===== src/core/csb_pkg.sv =====
// package: register map and timing constants
`default_nettype none
package csb_pkg;
  // ****************************************************************
  // register map
  // ****************************************************************
  localparam logic [11:0] CSB_OFS_STOP_CTRL  = 12'h0d1; // oscillator_stop_control
  localparam logic [11:0] CSB_OFS_STATUS     = 12'h0d4; // clock status, read only
  localparam logic [11:0] CSB_OFS_OPTIONS    = 12'h0d8; // option bits, read only
  localparam logic [11:0] CSB_OFS_INSTR      = 12'h0dc; // instruction length select
  localparam int          CSB_STOP_BIT       = 2;
  localparam logic [7:0]  CSB_STOP_CTRL_RST  = 8'h00;
  localparam logic [1:0]  CSB_INSTR_RST      = 2'h0;
  // ****************************************************************
  // clock division and timing
  // ****************************************************************
  localparam int          CSB_PERIPH_DIV     = 12;
  localparam int          CSB_CORE_DIV       = 13;
  localparam int          CSB_CLK_MHZ        = 25;
  localparam int          CSB_STARTUP_US     = 1000;  // main oscillator start-up
  localparam int          CSB_STARTUP_CYC    = CSB_STARTUP_US * CSB_CLK_MHZ;
  localparam int          CSB_MIN_PERIOD_CYC = 2;     // safeguard limit, sys cycles
  localparam int          CSB_BACKUP_DIV     = 64;    // backup osc period, sys cycles
  // machine cycles per instruction
  localparam logic [2:0]  CSB_INSTR_2        = 3'h2;
  localparam logic [2:0]  CSB_INSTR_4        = 3'h4;
  localparam logic [2:0]  CSB_INSTR_5        = 3'h5;
  // ****************************************************************
  // axi responses
  // ****************************************************************
  localparam logic [1:0]  CSB_RESP_OKAY      = 2'h0;
  localparam logic [1:0]  CSB_RESP_SLVERR    = 2'h2;
  typedef enum logic [1:0] {
    CSB_SRC_MAIN   = 2'b00,
    CSB_SRC_BACKUP = 2'b01,
    CSB_SRC_SWITCH = 2'b10
  } csb_src_type;
endpackage
`default_nettype wire


===== src/core/csb_divider.sv =====
// module: modulo-n enable divider
`default_nettype none
module csb_divider #(
  parameter int DIV = 12
) (
  input  wire logic clk_sys,     // system clock
  input  wire logic srst,        // sync reset
  input  wire logic tick,        // one internal clock cycle
  output logic      pulse        // one cycle per DIV ticks
);
  localparam int W = $clog2(DIV);
  localparam logic [W-1:0] LAST = W'(DIV - 1);
  logic [W-1:0] cnt_q;
  logic         pulse_q;
  wire          wrap = tick && (cnt_q == LAST);

  always_ff @(posedge clk_sys) begin
    if (srst) begin
      cnt_q   <= '0;
      pulse_q <= 1'b0;
    end else begin
      pulse_q <= wrap;
      if (wrap)
        cnt_q <= '0;
      else if (tick)
        cnt_q <= cnt_q + W'(1);
    end
  end
  assign pulse = pulse_q;
endmodule
`default_nettype wire


===== src/core/csb_clock_safeguard.sv =====
// module: internal clock, safeguard, backup oscillator, dividers
// ****************************************************************
// ****************************************************************
`default_nettype none
module csb_clock_safeguard
  import csb_pkg::*;
#(
  parameter int STARTUP_CYC = csb_pkg::CSB_STARTUP_CYC,
  parameter int BACKUP_DIV  = csb_pkg::CSB_BACKUP_DIV,
  parameter int MIN_PERIOD  = csb_pkg::CSB_MIN_PERIOD_CYC,
  parameter int MISS_LIMIT  = 8
) (
  input  wire logic        clk_sys,               // system clock
  input  wire logic        srst,                  // sync reset
  input  wire logic        mainOscIn,             // main osc pin
  input  wire logic        safeguardEnableOption, // option bit
  input  wire logic        oscTypeOption,         // option bit
  input  wire logic [11:0] s_axi_awaddr,          // write address
  input  wire logic        s_axi_awvalid,         // aw valid
  output logic             s_axi_awready,         // aw ready
  input  wire logic [31:0] s_axi_wdata,           // write data
  input  wire logic [3:0]  s_axi_wstrb,           // write strobes
  input  wire logic        s_axi_wvalid,          // w valid
  output logic             s_axi_wready,          // w ready
  output logic [1:0]       s_axi_bresp,           // write response
  output logic             s_axi_bvalid,          // b valid
  input  wire logic        s_axi_bready,          // b ready
  input  wire logic [11:0] s_axi_araddr,          // read address
  input  wire logic        s_axi_arvalid,         // ar valid
  output logic             s_axi_arready,         // ar ready
  output logic [31:0]      s_axi_rdata,           // read data
  output logic [1:0]       s_axi_rresp,           // read response
  output logic             s_axi_rvalid,          // r valid
  input  wire logic        s_axi_rready,          // r ready
  output logic             internalTick,          // internal tick
  output logic             periphEnable,          // tick / 12
  output logic             machineCycle,          // tick / 13
  output logic             instrDone,             // instruction end
  output logic             onBackupOsc,           // on backup osc
  output logic             resistorNetworkMode,   // rc mode
  output logic             porDone                // power-on delay over
);
  // ****************************************************************
  // pin synchroniser
  // ****************************************************************
  logic [2:0] pinSync_q;
  logic       mainLevel_q;
  always_ff @(posedge clk_sys) begin
    if (srst) begin
      pinSync_q   <= 3'h0;
      mainLevel_q <= 1'b0;
    end else begin
      pinSync_q <= {pinSync_q[1:0], mainOscIn};
      if (pinSync_q[1] == pinSync_q[2])
        mainLevel_q <= pinSync_q[2];
    end
  end
  logic mainLevelPrev_q;
  always_ff @(posedge clk_sys) begin
    if (srst)
      mainLevelPrev_q <= 1'b0;
    else
      mainLevelPrev_q <= mainLevel_q;
  end
  wire mainRise = mainLevel_q && !mainLevelPrev_q;

  // ****************************************************************
  // options caught once after reset release
  // ****************************************************************
  logic optValid_q;
  logic sgEnable_q;
  logic rcMode_q;
  always_ff @(posedge clk_sys) begin
    if (srst) begin
      optValid_q <= 1'b0;
      sgEnable_q <= 1'b0;
      rcMode_q   <= 1'b0;
    end else if (!optValid_q) begin
      // latched only here: software cannot change it
      optValid_q <= 1'b1;
      sgEnable_q <= safeguardEnableOption;
      rcMode_q   <= oscTypeOption;
    end
  end

  // ****************************************************************
  // registers
  // ****************************************************************
  logic [7:0] stopCtrl_q;
  logic [1:0] instrSel_q;
  wire        stopReq = stopCtrl_q[CSB_STOP_BIT] && sgEnable_q;

  // ****************************************************************
  // main oscillator run state and restart delay
  // ****************************************************************
  localparam int SUW = $clog2(STARTUP_CYC + 1);
  localparam logic [SUW-1:0] SU_LAST = SUW'(STARTUP_CYC);
  logic [SUW-1:0] startCnt_q;
  logic           mainRunning_q;
  logic           restartWait_q;   // start-up over, finishing current instruction
  wire            startupDone = (startCnt_q == SU_LAST);

  // no main rise within MISS_LIMIT cycles
  localparam int MW = $clog2(MISS_LIMIT + 1);
  localparam logic [MW-1:0] MISS_LAST = MW'(MISS_LIMIT);
  logic [MW-1:0] missCnt_q;
  wire           mainMissing = (missCnt_q == MISS_LAST);

  always_ff @(posedge clk_sys) begin
    if (srst)
      missCnt_q <= '0;
    else if (mainRise || stopReq)
      missCnt_q <= mainRise ? '0 : MISS_LAST;
    else if (!mainMissing)
      missCnt_q <= missCnt_q + MW'(1);
  end

  // ****************************************************************
  // source selection
  // ****************************************************************
  csb_src_type src_q;
  csb_src_type src_d;
  logic        backupTick;
  logic        mainTick;
  logic        backupRun_q;

  // main stopped, missing or starting
  wire wantBackup = sgEnable_q && (stopReq || mainMissing || !mainRunning_q);

  always_ff @(posedge clk_sys) begin
    if (srst) begin
      startCnt_q    <= '0;
      mainRunning_q <= 1'b0;
      restartWait_q <= 1'b0;
    end else if (stopReq) begin
      startCnt_q    <= '0;
      mainRunning_q <= 1'b0;
      restartWait_q <= 1'b0;
    end else if (!mainRunning_q) begin
      if (!startupDone) begin
        if (mainRise || (sgEnable_q && backupTick))
          startCnt_q <= startCnt_q + SUW'(1);
      end else if (!restartWait_q) begin
        restartWait_q <= 1'b1;
      end else if (instrDone_q || !porDone_q) begin
        mainRunning_q <= 1'b1;
        restartWait_q <= 1'b0;
      end
    end
  end

  always_comb begin
    src_d = src_q;
    case (src_q)
      CSB_SRC_MAIN:
        if (wantBackup)
          src_d = CSB_SRC_SWITCH;
      CSB_SRC_SWITCH:
        // switch on a backup tick: no short phase
        if (backupTick)
          src_d = wantBackup ? CSB_SRC_BACKUP : CSB_SRC_MAIN;
      CSB_SRC_BACKUP:
        if (!wantBackup && mainRise)
          src_d = CSB_SRC_MAIN;
      default:
        src_d = CSB_SRC_MAIN;
    endcase
  end

  always_ff @(posedge clk_sys) begin
    if (srst) begin
      src_q       <= CSB_SRC_MAIN;
      backupRun_q <= 1'b0;
    end else begin
      src_q       <= src_d;
      backupRun_q <= wantBackup || (src_q != CSB_SRC_MAIN);
    end
  end

  // backup osc runs only while enabled
  localparam int BW = $clog2(BACKUP_DIV);
  localparam logic [BW-1:0] B_LAST = BW'(BACKUP_DIV - 1);
  logic [BW-1:0] backupCnt_q;
  always_ff @(posedge clk_sys) begin
    if (srst || !backupRun_q)
      backupCnt_q <= '0;
    else if (backupCnt_q == B_LAST)
      backupCnt_q <= '0;
    else
      backupCnt_q <= backupCnt_q + BW'(1);
  end
  assign backupTick = backupRun_q && (backupCnt_q == B_LAST);

  // ****************************************************************
  // safeguard: minimum spacing between internal ticks
  // ****************************************************************
  localparam int GW = $clog2(MIN_PERIOD + 1);
  localparam logic [GW-1:0] G_LAST = GW'(MIN_PERIOD);
  logic [GW-1:0] gapCnt_q;
  wire           gapOk = (gapCnt_q >= G_LAST);
  // closer edges are spikes or over-frequency
  assign mainTick = mainRise && (!sgEnable_q || gapOk);

  wire tick = (src_q == CSB_SRC_MAIN) ? mainTick
            : (src_q == CSB_SRC_BACKUP) ? backupTick : 1'b0;

  always_ff @(posedge clk_sys) begin
    if (srst)
      gapCnt_q <= '0;
    else if (tick)
      gapCnt_q <= '0;
    else if (!gapOk)
      gapCnt_q <= gapCnt_q + GW'(1);
  end

  // ****************************************************************
  // dividers and instruction timing
  // ****************************************************************
  logic tickOut_q;
  always_ff @(posedge clk_sys) begin
    if (srst)
      tickOut_q <= 1'b0;
    else
      tickOut_q <= tick;
  end

  logic periphPulse;
  logic corePulse;
  csb_divider #(.DIV(CSB_PERIPH_DIV)) uPeriph (
    .clk_sys (clk_sys),
    .srst    (srst),
    .tick    (tick),
    .pulse   (periphPulse)
  );
  csb_divider #(.DIV(CSB_CORE_DIV)) uCore (
    .clk_sys (clk_sys),
    .srst    (srst),
    .tick    (tick),
    .pulse   (corePulse)
  );

  wire [2:0] instrLen = (instrSel_q == 2'h1) ? CSB_INSTR_4
                      : (instrSel_q == 2'h2) ? CSB_INSTR_5 : CSB_INSTR_2;
  logic [2:0] mcCnt_q;
  logic       instrDone_q;
  always_ff @(posedge clk_sys) begin
    if (srst) begin
      mcCnt_q     <= 3'h0;
      instrDone_q <= 1'b0;
    end else begin
      instrDone_q <= 1'b0;
      if (corePulse) begin
        if (mcCnt_q + 3'h1 >= instrLen) begin
          mcCnt_q     <= 3'h0;
          instrDone_q <= 1'b1;
        end else begin
          mcCnt_q <= mcCnt_q + 3'h1;
        end
      end
    end
  end

  logic porDone_q;
  always_ff @(posedge clk_sys) begin
    if (srst)
      porDone_q <= 1'b0;
    else if (mainRunning_q || (!sgEnable_q && startupDone && optValid_q))
      porDone_q <= 1'b1;
  end

  // ****************************************************************
  // axi4-lite slave
  // ****************************************************************
  logic        awHeld_q, wHeld_q, bValid_q, rValid_q;
  logic [11:0] awAddr_q;
  logic [7:0]  wByte_q;
  logic        wLane0_q;
  logic [1:0]  bResp_q, rResp_q;
  logic [31:0] rData_q;

  wire awTake = s_axi_awvalid && !awHeld_q && !bValid_q;
  wire wTake  = s_axi_wvalid && !wHeld_q && !bValid_q;
  wire doWrite = awHeld_q && wHeld_q && !bValid_q;
  // one register per word: byte address is four times the index
  function automatic logic isReg(input logic [11:0] addr, input logic [11:0] idx);
    return addr == {idx[9:0], 2'b00};
  endfunction
  wire wrCtrl  = isReg(awAddr_q, CSB_OFS_STOP_CTRL);
  wire wrInstr = isReg(awAddr_q, CSB_OFS_INSTR);
  wire wrHit   = wrCtrl || wrInstr || isReg(awAddr_q, CSB_OFS_STATUS)
              || isReg(awAddr_q, CSB_OFS_OPTIONS);
  wire arTake  = s_axi_arvalid && !rValid_q;

  wire [31:0] status = {27'h0, porDone_q, mainRunning_q, backupRun_q, src_q};
  wire [31:0] options = {29'h0, optValid_q, rcMode_q, sgEnable_q};
  wire rdCtrl = isReg(s_axi_araddr, CSB_OFS_STOP_CTRL);
  wire rdStat = isReg(s_axi_araddr, CSB_OFS_STATUS);
  wire rdOpt  = isReg(s_axi_araddr, CSB_OFS_OPTIONS);
  wire rdIns  = isReg(s_axi_araddr, CSB_OFS_INSTR);
  wire rdHit  = rdCtrl || rdStat || rdOpt || rdIns;
  wire [31:0] rdMux = rdCtrl ? {24'h0, stopCtrl_q} : rdStat ? status
                    : rdOpt ? options : rdIns ? {30'h0, instrSel_q} : 32'h0;

  always_ff @(posedge clk_sys) begin
    if (srst) begin
      awHeld_q <= 1'b0;
      wHeld_q  <= 1'b0;
      bValid_q <= 1'b0;
      awAddr_q <= 12'h0;
      wByte_q  <= 8'h0;
      wLane0_q <= 1'b0;
      bResp_q  <= CSB_RESP_OKAY;
    end else begin
      if (awTake) begin
        awHeld_q <= 1'b1;
        awAddr_q <= s_axi_awaddr;
      end
      if (wTake) begin
        wHeld_q  <= 1'b1;
        wByte_q  <= s_axi_wdata[7:0];
        wLane0_q <= s_axi_wstrb[0];
      end
      if (doWrite) begin
        awHeld_q <= 1'b0;
        wHeld_q  <= 1'b0;
        bValid_q <= 1'b1;
        bResp_q  <= wrHit ? CSB_RESP_OKAY : CSB_RESP_SLVERR;
      end else if (bValid_q && s_axi_bready) begin
        bValid_q <= 1'b0;
      end
    end
  end

  always_ff @(posedge clk_sys) begin
    if (srst) begin
      stopCtrl_q <= CSB_STOP_CTRL_RST;
      instrSel_q <= CSB_INSTR_RST;
    end else if (doWrite && wLane0_q) begin
      if (wrCtrl)
        stopCtrl_q <= wByte_q;
      if (wrInstr)
        instrSel_q <= wByte_q[1:0];
    end
  end

  always_ff @(posedge clk_sys) begin
    if (srst) begin
      rValid_q <= 1'b0;
      rData_q  <= 32'h0;
      rResp_q  <= CSB_RESP_OKAY;
    end else if (arTake) begin
      rValid_q <= 1'b1;
      rData_q  <= rdMux;
      rResp_q  <= rdHit ? CSB_RESP_OKAY : CSB_RESP_SLVERR;
    end else if (rValid_q && s_axi_rready) begin
      rValid_q <= 1'b0;
    end
  end

  // ****************************************************************
  // outputs
  // ****************************************************************
  logic onBackup_q;
  logic rcOut_q;
  always_ff @(posedge clk_sys) begin
    if (srst) begin
      onBackup_q <= 1'b0;
      rcOut_q    <= 1'b0;
    end else begin
      onBackup_q <= (src_q == CSB_SRC_BACKUP);
      rcOut_q    <= rcMode_q;
    end
  end

  assign s_axi_awready       = awHeld_q;
  assign s_axi_wready        = wHeld_q;
  assign s_axi_bvalid        = bValid_q;
  assign s_axi_bresp         = bResp_q;
  assign s_axi_arready       = rValid_q;
  assign s_axi_rvalid        = rValid_q;
  assign s_axi_rdata         = rData_q;
  assign s_axi_rresp         = rResp_q;
  assign internalTick        = tickOut_q;
  assign periphEnable        = periphPulse;
  assign machineCycle        = corePulse;
  assign instrDone           = instrDone_q;
  assign onBackupOsc         = onBackup_q;
  assign resistorNetworkMode = rcOut_q;
  assign porDone             = porDone_q;
endmodule
`default_nettype wire


===== config.mk =====
export PLATFORM = sky130hd
export DESIGN_NAME = csb_clock_safeguard
export DESIGN_NICKNAME = d
export VERILOG_FILES = /design/src/core/csb_pkg.sv /design/src/core/csb_divider.sv /design/src/core/csb_clock_safeguard.sv
export SDC_FILE = /design/constraint.sdc
export NUM_CORES = 1
export LEC_CHECK = 0
export ABC_AREA = 1
export BUFFER_PORTS_ARGS = -buffer_cell sky130_fd_sc_hd__buf_2
export CELL_PAD_IN_SITES_DETAIL_PLACEMENT = 1
export CELL_PAD_IN_SITES_GLOBAL_PLACEMENT = 1
export CORE_ASPECT_RATIO = 1.5
export CORE_MARGIN = 2
export CORE_UTILIZATION = 30
export DETAILED_ROUTE_END_ITERATION = 10
export GPL_ROUTABILITY_DRIVEN = 0
export GPL_TIMING_DRIVEN = 0
export PLACE_DENSITY_LB_ADDON = 0.1
export SYNTH_ARGS = -nofsm -noshare
export SYNTH_HDL_FRONTEND = slang
export SYNTH_SLANG_ARGS = --single-unit

===== constraint.sdc =====
create_clock -name clk_sys -period 2.7 [get_ports clk_sys]
set_input_delay 0 -clock clk_sys [delete_from_list [all_inputs] [get_ports clk_sys]]
set_output_delay 0 -clock clk_sys [all_outputs]
set_load 0.02 [all_outputs]

Yosys cells after proc, flatten, opt, wreduce, memory -nomap -nowiden --
Index checks and enable logic that the tools add are counted.
Cells by class: add/subtract/negate cells 7, reduce and logical (&&, ||, !) cells 62, eq/ne operators 22, $lt $le $gt $ge 2, mux-type cells 31, bitwise logic cells 3
Operator list (number):
- equality test 12 x 10 -> 1 bit, second input constant | 8
- logical AND 1 bit | 21
- adder 15 x 1 -> 15 bit, second input constant | 1
- equality test 15 bit, second input constant | 1
- logical OR 1 bit | 15
- two-way mux 1 bit | 15
- OR reduction 2 bit | 7
- adder 4 x 1 -> 4 bit, second input constant | 3
- equality test 4 bit, second input constant | 3
- two-way mux 2 bit | 6
- two-way mux 3 bit | 4
- two-way mux 4 bit | 3
- logical NOT 1 bit | 10
- two-way mux 8 bit | 1
- adder 6 x 1 -> 6 bit, second input constant | 1
- equality test 6 bit, second input constant | 1
- != test 2 bit, second input constant | 3
- case mux 2 bit (3 select lines) | 1
- AND reduction 2 bit | 3
- AND reduction 3 bit | 2
- nonzero test 2 bit | 3
- two-way mux 5 bit | 1
- equality test 2 x 1 -> 1 bit, second input constant | 2
- equality test 2 bit, second input constant | 2
- other kinds (8) | 10
Word-level totals: input port bits 70, output and inout port bits 48, register bits after elaboration 129

Logic depth before layout (Yosys ltp) --
depth after elaboration 8, gate-level depth with buffers 11, gate-level depth less buffers 10

Hierarchy --
A second synthesis with hierarchy kept.
Second synthesis, totals: cell total of the unflattened synthesis 666, area total of the unflattened synthesis 4867.2 um^2
By module, submodules not included:
- csb_clock_safeguard | seq. area each 1861.8 um^2, cells an instance 608, area each 4429.2 um^2, instances 1
- csb_divider (uCore) | seq. area each 100.1 um^2, cells an instance 30, area each 226.5 um^2, instances 1
- csb_divider (uPeriph) | seq. area each 100.1 um^2, cells an instance 28, area each 211.5 um^2, instances 1

Worst setup path before layout --
No wires, ideal clock.
path type register to register, from register instrSel_q[0], to register mcCnt_q[1], data required time 2573 ps, path slack 1184 ps, data arrival time 1389 ps, stages on the path, launching flop included 10, cells stage by stage dfxtp_1 inv_1 ha_1 inv_1 ha_1 o21ai_0 nand2_1 a21oi_1 o21ai_0 nor3_1
On the way: cells in the longest elaborated chain, start to end 5, elaborated cells between the ends (all ways) 6, those cells by class order compare (1); eq/ne (2); mux (3)
Ends and longest elaborated chain:
- start: declaration | RTL line csb_clock_safeguard.sv:90 | logic [1:0] instrSel_q;
- start signal: assignment | RTL line csb_clock_safeguard.sv:342 | instrSel_q <= wByte_q[1:0];
- equality test 2 bit | RTL line csb_clock_safeguard.sv:243 | : (instrSel_q == 2'h2) ? CSB_INSTR_5 : CSB_INSTR_2;
- two-way mux 3 bit | RTL line csb_clock_safeguard.sv:243
- two-way mux 3 bit (*) | RTL line csb_clock_safeguard.sv:242 | wire [2:0] instrLen = (instrSel_q == 2'h1) ? CSB_INSTR_4
- greater-or-equal comparator 3 bit (*) | RTL line csb_clock_safeguard.sv:253 | if (mcCnt_q + 3'h1 >= instrLen) begin
- two-way mux 3 bit (*) | RTL line csb_clock_safeguard.sv:253
- end signal: assignment | RTL line csb_clock_safeguard.sv:257 | mcCnt_q <= mcCnt_q + 3'h1;
- end: declaration | RTL line csb_clock_safeguard.sv:244 | logic [2:0] mcCnt_q;
Every way passes the cells marked *; elsewhere a longest branch is shown, timed or not. A chain may end at the register's enable or synchronous reset.

Worst setup path after layout --
Ends and elaborated chain as after synthesis.

==> impl_metrics.csv <==
group,metric,value,unit
worst_setup_path,crit_family,"adder cells",
die,die-width,109,µm
die,row_count,57,
cts,htreeDepth,3,
sta,fin_crit,1.77,ns
worst_setup_path,cp-end-kind,"register",
cts,cts_setup_buffers,0,
sta,drv_slew,0,
cts,insertion_delay,0.35,ns
sta,setup_ws,0.932,ns
worst_setup_path,crit_slowest_cell,"dfxtp_1",
sta,setup_violations,0,
sta,max_slew.worst_pin.slew,0.651,ns
global_route,grt_usage,16.4,%
synthesis,synth_cells,672,
sta,skew,0.00837,ns
global_route,grt_pass1_vias,4715,
cts,cts_inserted_buffers,9,
power,vdd_drop_max,0.257,mV
worst_setup_path,cp-start-kind,"register",
die,die_h,161,µm
worst_setup_path,max_stage_delay,0.37,ns
drt,via_per_inst,4.52,
synthesis,synth_edf_count,0,
worst_hold_path,hold_class,"in2reg",
drt,ant_nets,0,
placed_design,dp_hpwl,10500,µm
worst_setup_path,cp.depth,9,
power,power.total,3340,µW
synthesis,ys_async_sr_fraction,0,%
drt,drtIter0Drc,86,
synthesis,syn_avg_cell_area,7.35,µm²
die,dieArea,17500,µm²
drt,first_pass_iters,4,
placed_design,dp.cells,965,
worst_setup_path,critical_path_arrival,2.04,ns
cts,cts_max_path_buffers,2,
sta,rsz0062_at_grt,"false",
placed_design,port_buffers,62,
sta,hold_violations,0,
synthesis,netlist_area,4940,µm²
synthesis,synth_ff_type,"dfxtp_1",
cells_and_area,final_cells,1007,
sta,slew_headroom,56.6,%
worst_hold_path,holdPathStages,4,
cts,cts_tree,"yes",
worst_setup_path,cp_max_fo,3,
cts,clk_pin_slew,0.07,ns
global_route,grt_overflow,0,
power,cellPowerDensity,544,nW/µm²
die,start_util,30.5,%
drt,finalWirelength,13600,µm
outcome,status,"complete, no violations",
global_route,grt_pass1_wl,22600,µm
drt,vias,4549,
cts,cts_hold_buf,26,
cts,cts_sinks,103,
global_route,antenna_found_initial,1,
drt,drc,0,
job,maxCapViolCount,0,
worst_setup_path,crit_chain,"inv_1 > ha_1 > inv_1 > ha_1 > o21ai_0 > nand2_1 > a21oi_1 > o21ai_0 > nor3_1",
worst_setup_path,critPathKind,"reg2reg",
synthesis,yosysSeqAreaShare,41.7,%
sta,setup_tns,0,ns
cells_and_area,area_delta_synth_final,24.5,%
power,leakagePower,0.00261,µW
cells_and_area,fin_util,38.0,%
cts,cts_resized,0,
synthesis,synth_area_leaders,"dfxtp_1 (42%), nor2_1 (7.7%), nand2_1 (7.4%)",
synthesis,synth-seq-cells,103,
synthesis,yosysTopAreaCell,"dfxtp_1",
sta,period_share,65.5,%
cells_and_area,fin_nets,880,
global_route,grt_max_degree,17,
worst_setup_path,worstPathBufferInverterCount,2,
synthesis,synth_top_area_share,41.7,%
placed_design,dp_slack,0.915,ns
cells_and_area,drive_gt1_share,18.8,%
synthesis,yosysWarningCount,0,
worst_setup_path,required,2.97,ns
worst_setup_path,reg2reg_depth,9,
drt,wire_per_inst,13.5,µm
sta,max_freq,566,MHz
synthesis,synth_cell_types,33,
cts,root_buffer,"clkbuf_16",
die,io_pins,118,
die,core_area,16200,µm²
-- stage by stage --
| step | cell area (µm²) | hold slack, ns |
|---|---|---|
| global placement | 5600 | 0.202 |
| global route | 6150 | 0.0974 |
| detailed placement | 5600 | 0.210 |
| CTS | 6150 | 0.0714 |
| finish | 6150 | 0.0761 |
| floorplan | 5030 | 0.107 |
-- tightest hold or removal path, cell delays in order --
cell     delay, ns
buf_2         0.12
nor3_1        0.08
nand4_1       0.11
a31oi_1       0.07
-- synth_stat cells (all sizes together) (9+ instances only) --
| master | instances |
|---|---|
| clkbuf | 9 |
| nand3 | 39 |
| nand2 | 111 |
| nor2 | 108 |
| a21oi | 56 |
| nor3 | 12 |
| ha | 14 |
| dfxtp | 103 |
| inv | 86 |
| nand4 | 11 |
| xor2 | 14 |
| buf | 37 |
| o21ai | 49 |
-- worst paths after layout --
path / start / endpoint / slack, ns
setup / recovery: instrSel_q[0]$_SDFFE_PP0P_ / mcCnt_q[1]$_SDFFE_PP0P_ / 0.93
hold / removal: s_axi_araddr[5] / s_axi_rdata[3]$_SDFFE_PP0P_ / 0.08
setup reg to reg: instrSel_q[0]$_SDFFE_PP0P_ / mcCnt_q[1]$_SDFFE_PP0P_ / 0.93
hold reg to reg: pinSync_q[0]$_SDFF_PP0_ / pinSync_q[1]$_SDFF_PP0_ / 0.41
-- per-layer routing --
layer / share of wire, % / global-route usage [%] / vias to the layer above
met5: 0 / 0 / -
met4: 2.5 / 7.40 / 0
met3: 2.6 / 2.62 / 20
met2: 53 / 29.5 / 68
met1: 42 / 18.7 / 2124
li1: - / - / 2337
-- cell usage in the layout, fill, tap and decap left out, types with 3 or more instances in the layout --
cell	n
a211oi_1	5
a21oi_1	45
a21oi_2	11
a31oi_1	5
buf_2	68
buf_4	27
buf_6	3
clkbuf_1	11
clkbuf_16	9
conb_1	26
dfxtp_1	103
dlygate4sd3_1	26
ha_1	14
inv_1	79
inv_2	7
nand2_1	97
nand2_2	13
nand3_1	39
nand4_1	10
nor2_1	102
nor2_2	3
nor2_4	3
nor3_1	12
o21ai_0	48
xnor2_1	6
xor2_1	14
-- cell families after synthesis --
family | after synthesis | share of synthesized area [%]
DFF | 103 | 41.7
and+or+nand+nor | 285 | 25.3
AOI/OAI and AO/OA | 116 | 13.0
other | 1 | 0.0759
adders and majority gates | 14 | 3.55
xor gates and xnor gates | 20 | 3.55
buffers and inverters | 133 | 12.8
-- where the power goes --
part | switching, µW | total (µW) | internal, µW | leakage (µW)
registers | 44.2 | 1630 | 1590 | 0.000840
logic | 240 | 403 | 163 | 0.00164
clock network | 587 | 1310 | 722 | 0.000137
-- flip-flops by register name, indices dropped and copies added (netlist names), 2 cells and up --
signal / cells
startCnt_q: 15
awAddr_q: 12
s_axi_rdata: 8
stopCtrl_q: 8
wByte_q: 8
backupCnt_q: 6
missCnt_q: 4
uCore.cnt_q: 4
uPeriph.cnt_q: 4
mcCnt_q: 3
pinSync_q: 3
gapCnt_q: 2
instrSel_q: 2
src_q: 2
-- area by class of cell --
class	count	area, µm²
Inverter	87	327
Clock buffer	11	233
Sequential cell	103	2060
Buffer	46	304
Multi-Input combinational cell	461	2340
Timing Repair Buffer	88	571
Tap cell	206	258
Antenna cell	1	2.50
Fill cell	2055	10000
Clock inverter	4	55.1
No activity file was read; power rests on OpenSTA's default activity.
